### config.mk
export PLATFORM = sky130hd
export DESIGN_NAME = edc_ctrl
export DESIGN_NICKNAME = d
export VERILOG_FILES = /design/src/edc_sync3.v /design/src/edc_ctrl.v
export VERILOG_INCLUDE_DIRS = /design/src /design/src/src
export SDC_FILE = /design/constraint.sdc
export NUM_CORES = 1
export LEC_CHECK = 0
export BUFFER_PORTS_ARGS = -buffer_cell sky130_fd_sc_hd__buf_2
export CAP_MARGIN = 20
export CORE_AREA = 2 2 81 83
export CTS_CLUSTER_SIZE = 24
export DETAILED_ROUTE_END_ITERATION = 6
export DIE_AREA = 0 0 83 85
export PLACE_DENSITY = 0.78
export SKIP_LAST_GASP = 1
export SLEW_MARGIN = 20
export SYNTH_ARGS = -nofsm -noshare
export SYNTH_HDL_FRONTEND = slang
export SYNTH_SLANG_ARGS = --single-unit
### constraint.sdc
create_clock -name clk_i -period 3.5 [get_ports clk_i]
set_clock_uncertainty 0.15 [all_clocks]
set_input_delay 0.175 -clock clk_i [delete_from_list [all_inputs] [get_ports clk_i]]
set_output_delay 0.175 -clock clk_i [all_outputs]
set_load 0.03 [all_outputs]
### src/edc_regs.vh
// Register offsets, field positions, reset values and timing counts
// for the device control register bank. Definitions only.
`ifndef EDC_REGS_VH
`define EDC_REGS_VH

`define EDC_OFF_CTRL        20'h00000
`define EDC_OFF_CTRL_ALIAS  20'h00004
`define EDC_OFF_AUX         20'h00008

`define EDC_BIT_FD          0
`define EDC_BIT_BMB         2
`define EDC_BIT_RSV3        3
`define EDC_BIT_AUTO_SPEED_DETECT_EN        5
`define EDC_BIT_SLU         6
`define EDC_BIT_SPD_LO      8
`define EDC_BIT_SPD_HI      9
`define EDC_BIT_FORCE_SPEED_EN      11
`define EDC_BIT_FRCDPX      12
`define EDC_BIT_ADV         20
`define EDC_BIT_MRST        26
`define EDC_BIT_RXP         27
`define EDC_BIT_TXP         28
`define EDC_BIT_VLAN        30
`define EDC_BIT_PHYRST      31

// Writable bits of the control word
`define EDC_WR_MASK         32'hd810_1b7d

`define EDC_SPD_10          2'h0
`define EDC_SPD_100         2'h1
`define EDC_SPD_1000        2'h2
`define EDC_SPD_RESET       2'h2

// Aux status word: bit0 bus_master_idle_status, bit1 reset busy,
// bits 3:2 effective speed, bit4 effective duplex, bit5 link up
`define EDC_AUX_IDLE        0
`define EDC_AUX_BUSY        1

// MAC reset sequence length, 1 us at 100 ns per cycle
`define EDC_MRST_TIME_NS    1000
`define EDC_CLK_PERIOD_NS   100
`define EDC_MRST_CYCLES     (`EDC_MRST_TIME_NS / `EDC_CLK_PERIOD_NS)

`endif

### src/edc_sync3.v
// Three-stage input synchroniser with agreement filter.
// Assumes the input is asynchronous to clk_i.
`timescale 1ns/1ps
module edc_sync3 (
   input  wire clk_i,     // Device clock
   input  wire arst_n_i,  // Async reset, active low
   input  wire d_i,       // Asynchronous input
   output wire q_o        // Filtered synchronous level
);
   reg s1_q;
   reg s2_q;
   reg s3_q;
   reg out_q;

   always @(posedge clk_i or negedge arst_n_i) begin
      if (!arst_n_i) begin
         s1_q  <= 1'b0;
         s2_q  <= 1'b0;
         s3_q  <= 1'b0;
         out_q <= 1'b0;
      end else begin
         s1_q <= d_i;
         s2_q <= s1_q;
         s3_q <= s2_q;
         if (s2_q == s3_q) begin
            out_q <= s3_q;
         end
      end
   end

   assign q_o = out_q;
endmodule

### src/edc_ctrl.v
// Device control register bank of a gigabit Ethernet MAC.
// Assumes a plain register port on clk_i; PHY link, PHY duplex and aux power levels are async.
`timescale 1ns/1ps
`include "edc_regs.vh"

// What this block and its software do
// [RQ1] Control word at primary and alias offsets
// [RQ2] Bit 0 selects half or full duplex
// [RQ3] Master block stops requests, then idle status
// [RQ4] Software writes reserved bits as documented
// [RQ5] Auto-speed bit makes MAC detect speed
// [RQ6] Link and data only while permit set
// [RQ7] Permit resets zero, one with wake mgmt
// [RQ8] Speed field resets 10b, 00/01/10 encoding
// [RQ9] Speed field ignored under auto-speed
// [RQ10] Force speed uses field; bypass wins
// [RQ11] Software keeps PHY speed consistent
// [RQ12] Force duplex uses bit 0, else sampled
// [RQ13] Cold wake advertised only with aux power
// [RQ14] Software keeps cold wake bit set
// [RQ15] MAC reset bit self-clears, reads one while sequence runs
// [RQ16] Rx pause enable, loaded by negotiation
// [RQ17] Tx pause enable, loaded by negotiation
// [RQ18] VLAN mode inserts tags on flagged packets
// [RQ19] VLAN mode strips tags on receive
// [RQ20] Bit 31 holds internal PHY in reset
// [RQ21] Software waits before polling after reset
// [RQ22] MAC reset restores config defaults except PHY reset bit
// [RQ23] Duplex, permit, force speed from NVM
// [RQ24] Reset bit clears when sequence finishes
module edc_ctrl (
   input  wire        clk_i,              // Device clock, 10 MHz
   input  wire        arst_n_i,           // Async reset, active low
   input  wire [19:0] reg_addr_i,         // Register byte address
   input  wire [31:0] reg_wdata_i,        // Write data
   input  wire        reg_wr_i,           // Write strobe
   input  wire        reg_rd_i,           // Read strobe
   output reg  [31:0] reg_rdata_o,        // Read data, cycle after strobe
   input  wire        nvm_valid_i,        // NVM defaults valid pulse
   input  wire        nvm_fd_i,           // NVM full duplex default
   input  wire        nvm_force_speed_en_i,       // NVM force speed default
   input  wire        wake_mgmt_enable_i, // NVM wake management option
   input  wire        speed_bypass_i,     // Ext control speed bypass
   input  wire        phy_link_i,         // PHY link indication (async)
   input  wire        phy_duplex_ind_i,   // PHY duplex indication (async)
   input  wire [1:0]  phy_speed_i,        // PHY resolved speed
   input  wire [1:0]  det_speed_i,        // MAC auto-detected speed
   input  wire        aux_power_present_i,// Aux power pin (async)
   input  wire        an_done_i,          // Negotiation result pulse
   input  wire        an_rx_pause_i,      // Negotiated rx pause
   input  wire        an_tx_pause_i,      // Negotiated tx pause
   input  wire        master_req_i,       // Datapath wants a master req
   input  wire        master_done_i,      // One outstanding req done
   output wire        master_req_o,       // Master request granted
   output wire        bus_master_idle_status_o, // No reqs while blocked
   output reg         mac_full_duplex_o,  // Effective MAC duplex
   output reg  [1:0]  mac_speed_o,        // Effective MAC speed
   output wire        mac_link_up_o,      // Link recognised by MAC
   output wire        mac_data_en_o,      // Rx/tx data permitted
   output wire        cold_wake_advert_o, // Cold wake capability
   output wire        rx_pause_en_o,      // Act on pause frames
   output wire        tx_pause_en_o,      // Send XON/XOFF
   output wire        vlan_insert_en_o,   // Insert 802.1Q on flagged tx
   output wire        vlan_strip_en_o,    // Strip 802.1Q on rx
   output wire        mac_reset_o,        // MAC soft reset in progress
   output wire        phy_core_reset_o    // Internal PHY reset
);
   localparam integer MRST_CNT_I = `EDC_MRST_CYCLES;
   localparam [4:0]   MRST_CNT   = MRST_CNT_I[4:0];

   reg        full_duplex_sel_q;
   reg        bus_master_block_q;
   reg        auto_speed_detect_en_q;
   reg        link_up_permit_q;
   reg [1:0]  speed_sel_q;
   reg        force_speed_en_q;
   reg        force_duplex_en_q;
   reg        cold_wake_advert_en_q;
   reg        rx_pause_en_q;
   reg        tx_pause_en_q;
   reg        vlan_tag_mode_en_q;
   reg        phy_core_reset_q;
   reg        mrst_busy_q;
   reg [4:0]  mrst_cnt_q;
   reg [7:0]  outstanding_q;
   reg        link_d1_q;
   reg        sampled_dpx_q;
   wire       link_s;
   wire       dpx_s;
   wire       aux_s;
   wire       sel_ctrl;
   wire       sel_aux;
   wire       wr_ctrl;
   wire       grant;
   wire [31:0] ctrl_word;

   edc_sync3 u_sync_link (
      .clk_i   (clk_i),
      .arst_n_i(arst_n_i),
      .d_i     (phy_link_i),
      .q_o     (link_s)
   );
   edc_sync3 u_sync_dpx (
      .clk_i   (clk_i),
      .arst_n_i(arst_n_i),
      .d_i     (phy_duplex_ind_i),
      .q_o     (dpx_s)
   );
   edc_sync3 u_sync_aux (
      .clk_i   (clk_i),
      .arst_n_i(arst_n_i),
      .d_i     (aux_power_present_i),
      .q_o     (aux_s)
   );

   function is_ctrl;
      input [19:0] a;
      begin
         is_ctrl = (a == `EDC_OFF_CTRL) || (a == `EDC_OFF_CTRL_ALIAS);
      end
   endfunction

   assign sel_ctrl = is_ctrl(reg_addr_i); // RQ1
   assign sel_aux  = (reg_addr_i == `EDC_OFF_AUX);
   assign wr_ctrl  = reg_wr_i & sel_ctrl;

   // Control bits; MAC reset restores all but the PHY reset bit
   always @(posedge clk_i or negedge arst_n_i) begin
      if (!arst_n_i) begin
         full_duplex_sel_q      <= 1'b1;
         bus_master_block_q     <= 1'b0;
         auto_speed_detect_en_q <= 1'b0;
         link_up_permit_q       <= 1'b0;
         speed_sel_q            <= `EDC_SPD_RESET; // RQ8
         force_speed_en_q       <= 1'b0;
         force_duplex_en_q      <= 1'b0;
         cold_wake_advert_en_q  <= 1'b1;
         rx_pause_en_q          <= 1'b0;
         tx_pause_en_q          <= 1'b0;
         vlan_tag_mode_en_q     <= 1'b0;
         phy_core_reset_q       <= 1'b0;
      end else if (nvm_valid_i || (mrst_busy_q &&
                   mrst_cnt_q == MRST_CNT)) begin
         full_duplex_sel_q      <= nvm_fd_i; // RQ23
         bus_master_block_q     <= 1'b0;
         auto_speed_detect_en_q <= 1'b0;
         link_up_permit_q       <= wake_mgmt_enable_i; // RQ7
         speed_sel_q            <= `EDC_SPD_RESET;
         force_speed_en_q       <= nvm_force_speed_en_i; // RQ23
         force_duplex_en_q      <= 1'b0;
         cold_wake_advert_en_q  <= 1'b1;
         rx_pause_en_q          <= 1'b0;
         tx_pause_en_q          <= 1'b0;
         vlan_tag_mode_en_q     <= 1'b0;
      end else if (wr_ctrl) begin
         full_duplex_sel_q      <= reg_wdata_i[`EDC_BIT_FD]; // RQ2
         bus_master_block_q     <= reg_wdata_i[`EDC_BIT_BMB];
         auto_speed_detect_en_q <= reg_wdata_i[`EDC_BIT_AUTO_SPEED_DETECT_EN];
         link_up_permit_q       <= reg_wdata_i[`EDC_BIT_SLU];
         speed_sel_q <= reg_wdata_i[`EDC_BIT_SPD_HI:`EDC_BIT_SPD_LO];
         force_speed_en_q       <= reg_wdata_i[`EDC_BIT_FORCE_SPEED_EN];
         force_duplex_en_q      <= reg_wdata_i[`EDC_BIT_FRCDPX];
         cold_wake_advert_en_q  <= reg_wdata_i[`EDC_BIT_ADV];
         rx_pause_en_q          <= reg_wdata_i[`EDC_BIT_RXP];
         tx_pause_en_q          <= reg_wdata_i[`EDC_BIT_TXP];
         vlan_tag_mode_en_q     <= reg_wdata_i[`EDC_BIT_VLAN];
         phy_core_reset_q       <= reg_wdata_i[`EDC_BIT_PHYRST]; // RQ20
      end else if (an_done_i) begin
         rx_pause_en_q <= an_rx_pause_i; // RQ16
         tx_pause_en_q <= an_tx_pause_i; // RQ17
      end
   end

   // MAC soft reset sequence; pkt_buffer_alloc lives elsewhere
   always @(posedge clk_i or negedge arst_n_i) begin
      if (!arst_n_i) begin
         mrst_busy_q <= 1'b0;
         mrst_cnt_q  <= 5'h00;
      end else if (mrst_busy_q) begin
         if (mrst_cnt_q == MRST_CNT) begin
            mrst_busy_q <= 1'b0; // RQ24
            mrst_cnt_q  <= 5'h00;
         end else begin
            mrst_cnt_q <= mrst_cnt_q + 5'h01;
         end
      end else if (wr_ctrl && reg_wdata_i[`EDC_BIT_MRST]) begin
         mrst_busy_q <= 1'b1; // RQ15
         mrst_cnt_q  <= 5'h01;
      end
   end
   assign mac_reset_o = mrst_busy_q; // RQ22

   // Master request gating and outstanding count
   assign grant = master_req_i & ~bus_master_block_q & ~mrst_busy_q; // RQ3
   assign master_req_o = grant;
   always @(posedge clk_i or negedge arst_n_i) begin
      if (!arst_n_i) begin
         outstanding_q <= 8'h00;
      end else if (mrst_busy_q) begin
         outstanding_q <= 8'h00;
      end else if (grant && !master_done_i) begin
         outstanding_q <= outstanding_q + 8'h01;
      end else if (!grant && master_done_i && outstanding_q != 8'h00) begin
         outstanding_q <= outstanding_q - 8'h01;
      end
   end
   assign bus_master_idle_status_o =
      ~bus_master_block_q | (outstanding_q == 8'h00); // RQ3

   // Duplex sampled on rising link edge
   always @(posedge clk_i or negedge arst_n_i) begin
      if (!arst_n_i) begin
         link_d1_q     <= 1'b0;
         sampled_dpx_q <= 1'b0;
      end else begin
         link_d1_q <= link_s;
         if (link_s && !link_d1_q) begin
            sampled_dpx_q <= dpx_s; // RQ12
         end
      end
   end

   // Effective MAC speed and duplex
   always @(posedge clk_i or negedge arst_n_i) begin
      if (!arst_n_i) begin
         mac_full_duplex_o <= 1'b0;
         mac_speed_o       <= `EDC_SPD_RESET;
      end else begin
         if (force_duplex_en_q) begin
            mac_full_duplex_o <= full_duplex_sel_q; // RQ12
         end else begin
            mac_full_duplex_o <= sampled_dpx_q;
         end
         if (speed_bypass_i) begin
            mac_speed_o <= phy_speed_i; // RQ10
         end else if (auto_speed_detect_en_q) begin
            mac_speed_o <= det_speed_i; // RQ5 RQ9
         end else if (force_speed_en_q) begin
            mac_speed_o <= speed_sel_q; // RQ10
         end else begin
            mac_speed_o <= phy_speed_i;
         end
      end
   end

   assign mac_link_up_o      = link_s & link_up_permit_q; // RQ6
   assign mac_data_en_o      = mac_link_up_o & ~mrst_busy_q; // RQ6
   assign cold_wake_advert_o = cold_wake_advert_en_q & aux_s; // RQ13
   assign rx_pause_en_o      = rx_pause_en_q;
   assign tx_pause_en_o      = tx_pause_en_q;
   assign vlan_insert_en_o   = vlan_tag_mode_en_q; // RQ18
   assign vlan_strip_en_o    = vlan_tag_mode_en_q; // RQ19
   assign phy_core_reset_o   = phy_core_reset_q;

   assign ctrl_word = {phy_core_reset_q, vlan_tag_mode_en_q, 1'b0,
                       tx_pause_en_q, rx_pause_en_q, mrst_busy_q,
                       5'h00, cold_wake_advert_en_q, 7'h00,
                       force_duplex_en_q, force_speed_en_q, 1'b0,
                       speed_sel_q, 1'b0, link_up_permit_q,
                       auto_speed_detect_en_q, 1'b0, 1'b1,
                       bus_master_block_q, 1'b0, full_duplex_sel_q};

   // Read data one cycle after the strobe, zero otherwise
   always @(posedge clk_i or negedge arst_n_i) begin
      if (!arst_n_i) begin
         reg_rdata_o <= 32'h0000_0000;
      end else if (reg_rd_i && sel_ctrl) begin
         reg_rdata_o <= ctrl_word; // RQ1
      end else if (reg_rd_i && sel_aux) begin
         reg_rdata_o <= {26'h0, mac_link_up_o, mac_full_duplex_o,
                         mac_speed_o, mrst_busy_q,
                         bus_master_idle_status_o};
      end else begin
         reg_rdata_o <= 32'h0000_0000;
      end
   end
endmodule

After elaboration in Yosys (flattened, before gate mapping) --
Cells that the tools add are included.
Storage, ports and cells: register bits 76, word-level logic and storage cells 111, input bits 73, output and inout port bits 46
Cells by class: add/sub/neg operators 3, reduce and logical (&&, ||, !) cells 21, equality and inequality tests 6, bitwise logic cells 10, muxes and demuxes 39
Operators with widths (count):
- $mux 32 | 1
- $mux 1 | 26
- $mux 8 | 3
- $eq 20x3->1 const B | 1
- $eq 20x4->1 const B | 1
- $logic_not 20->1 | 1
- $mux 5 | 3
- $mux 2 | 5
- $add 8x1->8 const B | 1
- $logic_and 1x1->1 | 8
- $logic_not 8->1 | 1
- $reduce_bool 8->1 | 1
- $sub 8x1->8 const B | 1
- $and 1x1->1 | 6
- $mux 6 | 1
- $reduce_bool 3->1 | 2
- $add 5x1->5 const B | 1
- $eq 5x4->1 const B | 1
- $reduce_bool 2->1 | 2
- $eq 1x1->1 | 3
- $logic_not 1->1 | 3
- $not 1->1 | 3
- $logic_or 1x1->1 | 2
- $reduce_and 2->1 | 1
- $or 1x1->1 | 1

Depth between registers and ports, before layout --
Gate-level depths: netlist (run 1).
depth after elaboration 9, gate-level depth with buffers 11, mapped depth without buffers 9

Cells and area by module --
From an unflattened synthesis (run 1), not the netlist that was laid out.
Unflattened totals: cell total of the unflattened synthesis 286, area, all modules 3108.0 µm²
By module, submodules not included:
- edc_ctrl | cells an instance 271, times used 1, seq. area each 1231.2 µm², area each 2773.9 µm²
- edc_sync3 | cells an instance 5, times used 3, seq. area each 100.1 µm², area each 111.4 µm²

Worst setup path before layout (run 1) --
Ideal clock, no wire load.
path kind register -> register, from register mrst_busy_q (netlist: mac_reset_o), to register outstanding_q[6], period minus slack after synthesis 3241 ps, arrival 2981 ps, required time 3240 ps, buffers on the path 2, stages on the path, launching flop included 12, library setup time 110 ps, path slack 259 ps, cells stage by stage dfrtp_1 > buf_2 > nor3b_2 > and2_1 > clkbuf_1 > inv_1 > ha_1 > nor2b_1 > o31a_1 > o21a_1 > o21a_1 > o41ai_1
On the way: longest elaborated chain between the ends 6, elaborated cells on any way between the ends 9, those cells by class mux (2); bitwise (2); reduce/logical (5)
Ends and longest elaborated chain:
- from (decl) | line edc_ctrl.v:83 | reg mrst_busy_q;
- from (signal assigned) | line edc_ctrl.v:177 | mrst_busy_q <= 1'b0;
- from (signal assigned) | line edc_ctrl.v:181 | mrst_busy_q <= 1'b0;
- from (signal assigned) | line edc_ctrl.v:187 | mrst_busy_q <= 1'b1;
- $not 1->1 * | line edc_ctrl.v:194 | assign grant = master_req_i & ~bus_master_block_q & ~mrst_busy_q;
- $and 1x1->1 * | line edc_ctrl.v:194
- net master_req_o | line edc_ctrl.v:54 | output wire master_req_o,
- $logic_not 1->1 | line edc_ctrl.v:203 | end else if (!grant && master_done_i && outstanding_q != 8'h00) begin
- $logic_and 1x1->1 (2 in a row) | line edc_ctrl.v:203
- $reduce_bool 3->1 (no source line)
- to (signal assigned) | line edc_ctrl.v:202 | outstanding_q <= outstanding_q + 8'h01;
- to (signal assigned) | line edc_ctrl.v:204 | outstanding_q <= outstanding_q - 8'h01;
- to (decl) | line edc_ctrl.v:85 | reg [7:0] outstanding_q;
Mark *: on every way through the listed nets, which the timed path passes. The rest lies on a longest branch. A chain may end at the register's enable or synchronous reset.

Worst setup path in the final report (run 1) --
from register bus_master_block_q, to register outstanding_q[6]
On the way: longest elaborated chain between the ends 7, elaborated cells on any way between the ends 10, those cells by class mux (2); bitwise (3); reduce/logical (5)
Ends and longest elaborated chain:
- from (decl) | line edc_ctrl.v:72 | reg bus_master_block_q;
- from (signal assigned) | line edc_ctrl.v:157 | bus_master_block_q <= reg_wdata_i[`EDC_BIT_BMB];
- $not 1->1 * | line edc_ctrl.v:194
- $and 1x1->1 * (2 in a row) | line edc_ctrl.v:194
- $logic_not 1->1 | line edc_ctrl.v:203
- $logic_and 1x1->1 (2 in a row) | line edc_ctrl.v:203
- $reduce_bool 3->1 (no source line)
Every way passes the cells marked *; elsewhere a longest branch is shown, timed or not.

==> qor.csv, run 1 <==
metric;value;unit
outcome;complete, no violations;
CP required;3.58;ns
Worst VDD drop;0.257;mV
global-route usage over all layers;19.5;%
CTS tree;done;
Clock Sinks;61;
class of the worst hold path;input pin to register;
vias after detailed routing;2310;
die width;83;µm
RSZ-0062 raised after global routing;false;
post-synthesis average cell area;11.2;µm²
commonest non-fill, non-tap cell in the layout;buf_2;
Residual DRC;0;
initial antenna violation count;0;
final-report setup violation count;0;
mapped cell area;2890;µm²
sequential area share after synthesis;53.0;%
Compound-Gate Fraction of Synth Area;10.6;%
Hold Vio Cnt, Final;0;
Pleak;1.85;nW
DR WL/cell;14.2;µm
TritonRoute pass-1 iters;4;
vias per cell;5.08;
layout cell share with drive strength beyond 1;33.3;%
minimum clock period;2.70;ns
GR Overflow Total;0;
starting density of the core;46.6;%
peak fanout along the critical path;7;
Area growth, synth to finish;30.5;%
Post-DP HPWL;4410;µm
PD cells;493;nW/µm²
adder-cell share of the synthesized area;5.20;%
Critical Path Sink;outstanding_q[6]$_DFFE_PN0P_;
R2R depth;9;
largest family of logic cells by synthesized area;simple AND/OR/NAND/NOR gates;
largest net degree at the start of global routing;51;
Cell variety after synth;49;
post-cts sizing count;0;
First DRT Iteration DRCs;132;
CTS Buf Count;9;
r2r setup slk;0.80;ns
flops & latches, synth;61;
Worst EP arrival;2.78;ns
clk_lat worst skew;0.33;ns
row count;29;
maximum operating frequency;0.370;GHz
I/O pin count;119;
Synth async-reset ratio;100;%
post-route setup TNS;0;ns
CP endpoint kind;register;
Clock transition at path regs;0.07;ns
most frequent cells in the layout;84 x buf_2, 57 x dfrtp_1, 26 x dlygate4sd3_1;
full die area;7060;µm²
crit path launch type;register;
CTS root buf;clkbuf_8;
XOR/XNOR Fraction of Synth Area;1.21;%
final core utilization;60.8;%
Slew Limit Fails;0;
RePlAce Congestion;0.825;
max_cap viols;0;
Synth Warn #;0;
fin crit share;77.3;%
worst r2r dst;outstanding_q[6]$_DFFE_PN0P_;
Simple-Gate Fraction of Synth Area;16.8;%
Syn Inst Count;257;
port bufs;85;
number of global-route vias before repair;2373;
EDFF count, synth;0;
DIE HEIGHT;85;µm
Crit Path Class;register to register;
crit path launch;bus_master_block_q$_DFFE_PN0P_;
actual slew at the worst max-slew pin;0.843;ns
core area;6200;µm²
Max-slew headroom;43.5;%
worst r2r src;bus_master_block_q$_DFFE_PN0P_;
Main synth FF type;dfrtp_1;
multiplexer share of the synthesized area;6.45;%
H-Tree Depth;3;
clock buffer depth;2;
Final Net Count;455;
final antenna-violating net count;0;
first-pass GRT wire length;10900;µm
WL final;6460;µm
Ant. Diodes;0;
[cells in the mapped netlist (3+ instances only)]
| master | number | area share (%) |
|---|---|---|
| inv_1 | 8 | 1.0 |
| o21ai_0 | 5 | 0.87 |
| ha_1 | 8 | 3.5 |
| mux2i_1 | 13 | 4.5 |
| o21a_1 | 3 | 0.78 |
| xnor2_1 | 3 | 0.91 |
| a21oi_1 | 8 | 1.4 |
| nand3_1 | 3 | 0.52 |
| maj3_1 | 3 | 1.0 |
| and2_1 | 17 | 3.7 |
| o31ai_1 | 4 | 1.0 |
| a21o_1 | 5 | 1.3 |
| clkbuf_1 | 5 | 0.65 |
| mux2_2 | 5 | 1.9 |
| a31o_2 | 3 | 0.91 |
| nand2_1 | 23 | 3.0 |
| nor3_1 | 3 | 0.52 |
| buf_4 | 16 | 4.2 |
| nor4_1 | 4 | 0.87 |
| nor2_1 | 17 | 2.2 |
| nor2b_1 | 4 | 0.87 |
| a22o_1 | 3 | 0.91 |
| dfstp_2 | 4 | 3.6 |
| o21ai_1 | 3 | 0.52 |
| dfrtp_1 | 57 | 49 |
[worst min-delay path by stage]
stage	startpoint	depth (start not counted)	endpoint	slack (ns)
floorplan	arst_n_i	0	auto_speed_detect_en_q$_DFFE_PN0P_	-0.27
global placement	phy_duplex_ind_i	1	u_sync_dpx.s1_q$_DFF_PN0_	0.13
detailed placement	aux_power_present_i	1	u_sync_aux.s1_q$_DFF_PN0_	0.13
CTS	reg_wdata_i[26]	3	mrst_cnt_q[0]$_DFFE_PN0P_	0.02
global route	reg_wdata_i[6]	3	link_up_permit_q$_DFFE_PN0P_	0.03
finish	reg_wdata_i[26]	3	mrst_cnt_q[0]$_DFFE_PN0P_	0.03
[cells by family (layout without fill, tap and decap cells)]
group | count (synthesis) | in the layout
simple gates | 85 | 85
flops | 61 | 61
compound gates | 44 | 44
buf+inv | 32 | 139
mux | 18 | 18
fa+ha+maj | 12 | 12
xor+xnor | 4 | 4
other cells | 1 | 15
[worst max-delay path: stages (launching register included)]
cell,delay [ns]
dfrtp_1,0.42
nor3b_2,0.23
and2_1,0.27
inv_1,0.19
ha_1,0.37
nor2b_1,0.17
o31a_1,0.25
o21a_1,0.18
o21a_1,0.16
o41ai_1,0.22
[through the flow]
step | setup slack [ns] | hold slack [ns] | cell area [µm²] | cells | total power [W]
after floorplan | 0.259 | -0.271 | 2940 | 271 | 0.00120
after global placement | 0.838 | 0.133 | 3330 | 413 | 0.00129
after detailed placement | 0.774 | 0.135 | 3330 | 413 | 0.00131
after CTS | 0.765 | 0.0247 | 3770 | 455 | 0.00188
after global routing | 0.557 | 0.0335 | 3770 | 455 | 0.00199
final | 0.796 | 0.0336 | 3770 | 455 | 0.00186
[power breakdown]
part           total [W]  leakage [nW]  switching (W)  internal, W
clock           0.000542        0.0856       0.000284     0.000258
combinational   0.000487         0.982       0.000259     0.000228
sequential      0.000831         0.781      0.0000565     0.000775
total            0.00186          1.85       0.000600      0.00126
[sequential cells by signal, summed over array words and instances, names as in the netlist, 2 cells and up]
| register | count |
|---|---|
| mac_speed_o | 2 |
| mrst_cnt_q | 5 |
| outstanding_q | 8 |
| reg_rdata_o | 17 |
| speed_sel_q | 2 |
[per-layer routing]
layer,track usage [%],vias up,part of all wire [%]
met5,0,-,0
met1,22.8,1105,40
met3,5.25,18,5.3
met2,33.0,89,51
li1,-,1098,-
met4,10.6,0,3.5
[what timing repair did]
| item | CTS | global route |
|---|---|---|
| endpoints found under the hold margin | 65 | 0 |
| setup buffers | 0 | 0 |
| hold buffers | 26 | 0 |
[cell type report]
class	instances	area, µm²
clock inverters	7	51.3
multi-input cells	178	1220
well taps	77	96.3
clock buffers	9	124
fillers	513	2430
inverters	8	30.0
repair buffers	115	718
flip-flops and latches	61	1530
Power figures use the tool's default switching activity.
==> inputs of run 2 (changes only) <==
--- a/config.mk
+++ b/config.mk
@@ -8,11 +8,11 @@
 export LEC_CHECK = 0
 export BUFFER_PORTS_ARGS = -buffer_cell sky130_fd_sc_hd__buf_2
 export CAP_MARGIN = 20
-export CORE_AREA = 2 2 81 83
+export CORE_AREA = 2 2 85 87
 export CTS_CLUSTER_SIZE = 24
 export DETAILED_ROUTE_END_ITERATION = 6
-export DIE_AREA = 0 0 83 85
-export PLACE_DENSITY = 0.78
+export DIE_AREA = 0 0 87 89
+export PLACE_DENSITY = 0.75
 export SKIP_LAST_GASP = 1
 export SLEW_MARGIN = 20
 export SYNTH_ARGS = -nofsm -noshare
==> constraint.sdc (replaced) <==
create_clock -name clk_i -period 2.3 [get_ports clk_i]
set_clock_uncertainty 0.15 [all_clocks]
set_input_delay 0.115 -clock clk_i [delete_from_list [all_inputs] [get_ports clk_i]]
set_output_delay 0.115 -clock clk_i [all_outputs]
set_load 0.03 [all_outputs]
==> qor.csv, run 2 (synthesized netlist as in run 1, its figures left out) <==
metric;value;unit;change
CTS Buf Count;9;;unchanged
Placed Cells incl. Taps;426;;+3.1%
Crit Path Class;register to register;;
number of global-route vias before repair;2301;;-3.0%
First DRT Iteration DRCs;83;;-37%
final antenna-violating net count;0;;unchanged
failing checks;setup timing;;
initial antenna violation count;0;;unchanged
CP required;2.39;ns;-1.19 ns
crit path launch type;register;;
Fill cells;530;;+3.3%
Area growth, synth to finish;39.2;%;
RSZ-0062 raised after global routing;true;;
layout cell share with drive strength beyond 1;38.2;%;+4.8 points
Slew Limit Fails;0;;unchanged
Layout Cells excl Fill;473;;+4.0%
class of the worst hold path;input pin to register;;
PD cells;774;nW/µm²;+57%
vias after detailed routing;2321;;+0.48%
CP endpoint kind;register;;
Sequential Area;1530;µm²;about the same
Post-DP HPWL;4570;µm;+3.8%
port bufs;85;;unchanged
GR Overflow Total;0;;unchanged
Final WS setup;-0.0300;ns;-0.826 ns
Placement Cell Area;3480;µm²;+4.3%
core area;6720;µm²;+8.3%
most frequent cells in the layout;85 x buf_2, 56 x dfrtp_1, 31 x dlygate4sd3_1;;
Worst VDD drop;0.463;mV;+80%
clk_lat worst skew;0.34;ns;about the same
minimum clock period;2.33;ns;-0.374 ns
Top reg by flops;reg_rdata_o;;
combined area of the multi-input logic cells;1310;µm²;+7.6%
Ant. Diodes;0;;unchanged
slowest cell delay on critical path;0.43;ns;about the same
max_cap viols;0;;unchanged
peak fanout along the critical path;7;;unchanged
DR WL/cell;14.5;µm;+2.1%
global-route usage over all layers;18.2;%;-1.3 points
die width;87;µm;+4.8%
WL final;6860;µm;+6.1%
full die area;7740;µm²;+9.8%
maximum operating frequency;0.429;GHz;+16%
Worst EP arrival;2.42;ns;-0.36 ns
RePlAce Congestion;0.841;;+1.9%
TritonRoute pass-1 iters;4;;unchanged
vias per cell;4.91;;-3.3%
Most common cell on crit path;o21a_1;;
Final Net Count;470;;+3.3%
Clock Sinks;61;;unchanged
commonest non-fill, non-tap cell in the layout;buf_2;;
Slowest cell on crit path;dfrtp_2;;
largest net degree at the start of global routing;62;;+22%
CTS tree;done;;
Clock transition at path regs;0.08;ns;about the same
CTS root buf;clkbuf_8;;
worst path cell trace;nor3b_4, and2_4, inv_6, ha_4, nor2b_1, o31a_1, o21a_1, o21a_1, o41ai_2;;
clock buffer depth;2;;unchanged
max reg flops;17;;unchanged
DIE HEIGHT;89;µm;+4.7%
fin crit share;101;%;+24 points
Hold Vio Cnt, Final;0;;unchanged
I/O pin count;119;;unchanged
outcome;finished, violations left;;
row count;30;;+3.4%
starting density of the core;43.0;%;-3.6 points
final-report setup violation count;2;;+2
Largest regs;reg_rdata_o: 17 flops, outstanding_q: 8 flops, mrst_cnt_q: 5 flops;;
H-Tree Depth;3;;unchanged
fin area;4020;µm²;+6.6%
post-CTS setup buffers;0;;unchanged
Pleak;1.93;nW;+4.6%
Residual DRC;0;;unchanged
first-pass GRT wire length;10700;µm;-1.8%
## run 2: what timing repair did
action / CTS / global route
cloned: 0 / 0
hold buffers: 31 / 0
resized for setup: 4 / 7
endpoints found under the setup margin: 3 / 4
pin swaps: 2 / 4
endpoints found under the hold margin: 81 / 0
## run 2: routing by layer
metal	wire [µm]	part of all wire [%]	global-route usage (%)	vias up
li1	-	-	-	1129
met1	2960	43	21.4	1094
met2	3390	49	31.6	89
met3	427	6.2	5.45	9
met4	85	1.2	6.68	0
met5	0	0	0	-
## run 2: critical path, delay by kind of cell (launching register included)
family                   cells  cell delay, ns
AND/OR/NAND/NOR              3            0.55
AO/OA/AOI/OAI                4            0.82
flip-flops                   1            0.43
adder cells (fa/ha/maj)      1            0.22
buffers and inverters        1            0.06
## run 2: worst paths after layout
path / endpoint / startpoint / slack (ns) / cells after the start
max: outstanding_q[6]$_DFFE_PN0P_ / mac_reset_o$_DFF_PN0_ / -0.03 / 9
min: phy_core_reset_o$_DFFE_PN0P_ / nvm_valid_i / 0.05 / 4
max reg2reg: outstanding_q[6]$_DFFE_PN0P_ / mac_reset_o$_DFF_PN0_ / -0.03 / 9
min reg2reg: u_sync_link.s2_q$_DFF_PN0_ / u_sync_link.s1_q$_DFF_PN0_ / 0.20 / 0
max in group asynchronous: mac_speed_o[1]$_DFF_PN1_ / arst_n_i / 1.52 / 3
min in group asynchronous: u_sync_dpx.s2_q$_DFF_PN0_ / arst_n_i / 0.15 / 3
## run 2: cell type report
| class | instances | share of cell area (%) |
|---|---|---|
| flip-flops and latches | 61 | 38.1 |
| multi-input cells | 178 | 32.6 |
| repair buffers | 130 | 21.5 |
| clock buffers | 9 | 3.08 |
| well taps | 80 | 2.49 |
| clock inverters | 7 | 1.28 |
| inverters | 8 | 0.871 |
## run 2: power breakdown
part           internal [W]  leakage (nW)  switching [W]
combinational      0.000508          1.07       0.000481
sequential          0.00118         0.780       0.000105
clock              0.000393        0.0856       0.000447
total               0.00208          1.93        0.00103
## run 2: per-stage QoR
stage	utilization, %	TNS [ns]	hold WS, ns	setup slack (ns)	total power, W
finish	59.9	-0.0336	0.0543	-0.0300	0.00311
global route	59.9	-0.438	0.0882	-0.146	0.00332
CTS	59.2	-0.0108	0.0232	-0.00976	0.00306
detailed placement	51.7	-0.193	-0.00178	-0.104	0.00214
global placement	51.7	-0.0317	-0.000594	-0.0231	0.00210
floorplan	-	-1.64	-0.331	-0.494	0.00186
==> inputs of run 3 (changes only) <==
--- a/config.mk
+++ b/config.mk
@@ -8,11 +8,11 @@
 export LEC_CHECK = 0
 export BUFFER_PORTS_ARGS = -buffer_cell sky130_fd_sc_hd__buf_2
 export CAP_MARGIN = 20
-export CORE_AREA = 2 2 85 87
+export CORE_AREA = 2 2 78 80
 export CTS_CLUSTER_SIZE = 24
 export DETAILED_ROUTE_END_ITERATION = 6
-export DIE_AREA = 0 0 87 89
-export PLACE_DENSITY = 0.75
+export DIE_AREA = 0 0 80 82
+export PLACE_DENSITY = 0.84
 export SKIP_LAST_GASP = 1
 export SLEW_MARGIN = 20
 export SYNTH_ARGS = -nofsm -noshare
==> constraint.sdc (replaced) <==
create_clock -name clk_i -period 2.9 [get_ports clk_i]
set_clock_uncertainty 0.15 [all_clocks]
set_input_delay 0.145 -clock clk_i [delete_from_list [all_inputs] [get_ports clk_i]]
set_output_delay 0.145 -clock clk_i [all_outputs]
set_load 0.03 [all_outputs]
==> qor.csv, run 3 (synthesized netlist as in run 1, its figures left out) <==
metric;value;unit;change
TritonRoute pass-1 iters;4;;unchanged
Hold Vio Cnt, Final;0;;unchanged
Final Net Count;460;;-2.1%
CP endpoint kind;register;;
final-report setup violation count;0;;-2
peak fanout along the critical path;7;;unchanged
Clock transition at path regs;0.07;ns;about the same
Int Pwr;0.00164;W;-21%
GR Overflow Total;0;;unchanged
Clock Sinks;61;;unchanged
Pleak;1.88;nW;-2.6%
Most common cell on crit path;o21a_1;;
Worst VDD drop;0.417;mV;-9.9%
Global Route met1 Usage;25.8;%;+4.5 points
RePlAce Congestion;0.878;;+4.5%
Gate power share;25.4;%;-6.4 points
largest net degree at the start of global routing;28;;-55%
first-pass GRT wire length;10800;µm;+0.58%
CTS root buf;clkbuf_8;;
Slew Limit Fails;0;;unchanged
post-CTS setup buffers;0;;unchanged
Residual DRC;0;;unchanged
minimum clock period;2.68;ns;+0.350 ns
maximum operating frequency;0.373;GHz;-13%
Crit Path Class;register to register;;
most used routing layer;met2;;
Worst EP arrival;2.75;ns;+0.33 ns
Area growth, synth to finish;33.0;%;
Seq pwr share;42.5;%;+1.3 points
H-Tree Depth;3;;unchanged
Largest regs;reg_rdata_o: 17 flops, outstanding_q: 8 flops, mrst_cnt_q: 5 flops;;
Clock Power Share;32.1;%;+5.1 points
worst path cell trace;nor3b_4, and2_1, inv_2, ha_1, nor2b_1, o31a_1, o21a_1, o21a_1, o41ai_1;;
WL final;6740;µm;-1.8%
CP required;2.98;ns;+0.59 ns
initial antenna violation count;0;;unchanged
RSZ-0062 raised after global routing;false;;
global-route usage over all layers;22.1;%;+3.9 points
most frequent cells in the layout;85 x buf_2, 56 x dfrtp_1, 28 x dlygate4sd3_1;;
Top reg by flops;reg_rdata_o;;
clk_lat worst skew;0.35;ns;about the same
die width;80;µm;-8.0%
port bufs;85;;unchanged
core area;5750;µm²;-14%
CTS tree;done;;
max reg flops;17;;unchanged
GRT met3 Usage;5.38;%;-0.063 points
First DRT Iteration DRCs;114;;+37%
crit path launch type;register;;
Sw Share;31.0;%;-2.2 points
DR WL/cell;14.7;µm;+1.5%
GR Layer Usage met2;38.3;%;+6.7 points
vias after detailed routing;2384;;+2.7%
starting density of the core;50.3;%;+7.3 points
CTS Buf Count;9;;unchanged
PD cells;618;nW/µm²;-20%
CP top delay family;compound AO/OA/AOI/OAI gates;;
slowest cell delay on critical path;0.45;ns;+0.02 ns
Layout Cells excl Fill;458;;-3.2%
vias per cell;5.21;;+6.1%
number of global-route vias before repair;2255;;-2.0%
fin crit share;92.4;%;-8.9 points
commonest non-fill, non-tap cell in the layout;buf_2;;
row count;28;;-6.7%
final antenna-violating net count;0;;unchanged
Placed Cells incl. Taps;414;;-2.8%
Slowest cell on crit path;dfrtp_1;;
I/O pin count;119;;unchanged
full die area;6560;µm²;-15%
max_cap viols;0;;unchanged
layout cell share with drive strength beyond 1;33.9;%;-4.2 points
CP bufs+invs;1;;unchanged
class of the worst hold path;input pin to register;;
DIE HEIGHT;82;µm;-7.9%
Post-DP HPWL;4640;µm;+1.5%
Switching Power;0.000735;W;-29%
post-route setup TNS;0;ns;+0.0336 ns
clock buffer depth;2;;unchanged
outcome;complete, no violations;;
Ant. Diodes;0;;unchanged
## run 3: cell types whose count changed in the layout (fill, tap and decap cells not counted), moves of 2 or more
cell	delta
buf_4	-5
dlygate4sd3_1	-3
a21oi_1	+3
a21oi_2	-3
inv_6	-2
ha_1	+4
ha_4	-4
buf_12	-2
## run 3: final timing paths
kind                       cells after the start  slack (ns)                           end                           start
max                                            9        0.22  outstanding_q[6]$_DFFE_PN0P_  bus_master_block_q$_DFFE_PN0P_
min                                            3       0.009  force_speed_en_q$_DFFE_PN0P_                 reg_wdata_i[11]
max reg2reg                                    9        0.22  outstanding_q[6]$_DFFE_PN0P_  bus_master_block_q$_DFFE_PN0P_
min reg2reg                                    0        0.21     u_sync_dpx.s2_q$_DFF_PN0_       u_sync_dpx.s1_q$_DFF_PN0_
max in group asynchronous                      3        1.75      mac_speed_o[1]$_DFF_PN1_                        arst_n_i
min in group asynchronous                      2        0.10     reg_rdata_o[28]$_DFF_PN0_                        arst_n_i
## run 3: per-layer routing
metal	part of all wire, %	vias to the layer above
met1	41	1157
met3	6.4	19
met4	2.9	0
li1	-	1107
met5	0	-
met2	50	101
## run 3: final cells by class
cell class / count / area, µm²
Clock buffer: 11 / 141
Timing Repair Buffer: 120 / 758
Multi-Input combinational cell: 178 / 1230
Inverter: 8 / 30.0
Tap cell: 75 / 93.8
Fill cell: 423 / 1900
Clock inverter: 5 / 60.1
Sequential cell: 61 / 1530
## run 3: power by group through the flow
stage                     logic, W  registers (W)  clock network, W
after floorplan           0.000432        0.00102                 0
after global placement    0.000548        0.00101                 0
after detailed placement  0.000570        0.00102                 0
after CTS                 0.000602        0.00101          0.000767
after global routing      0.000682        0.00102          0.000816
final                     0.000604        0.00101          0.000761
## run 3: worst min-delay path, stage by stage
cell	delay [ns]
buf_2	0.08
mux2i_1	0.07
o21ai_1	0.15
## run 3: stage by stage
| stage | area, µm² | util [%] | setup WS (ns) | total power (W) | hold slack, ns |
|---|---|---|---|---|---|
| finish | 3840 | 66.9 | 0.220 | 0.00237 | 0.00927 |
| global route | 3840 | 66.9 | 0.0266 | 0.00251 | 0.0407 |
| CTS | 3840 | 66.9 | 0.246 | 0.00237 | 0.00854 |
| detailed placement | 3360 | 58.5 | 0.264 | 0.00159 | -0.0593 |
| global placement | 3360 | 58.5 | 0.315 | 0.00156 | -0.0591 |
| floorplan | 2970 | - | 0.00194 | 0.00145 | -0.301 |
## run 3: repair_timing
item / CTS / global route
endpoints found under the hold margin: 54 / 0
hold buffers: 28 / 0
resized for setup: 0 / 0
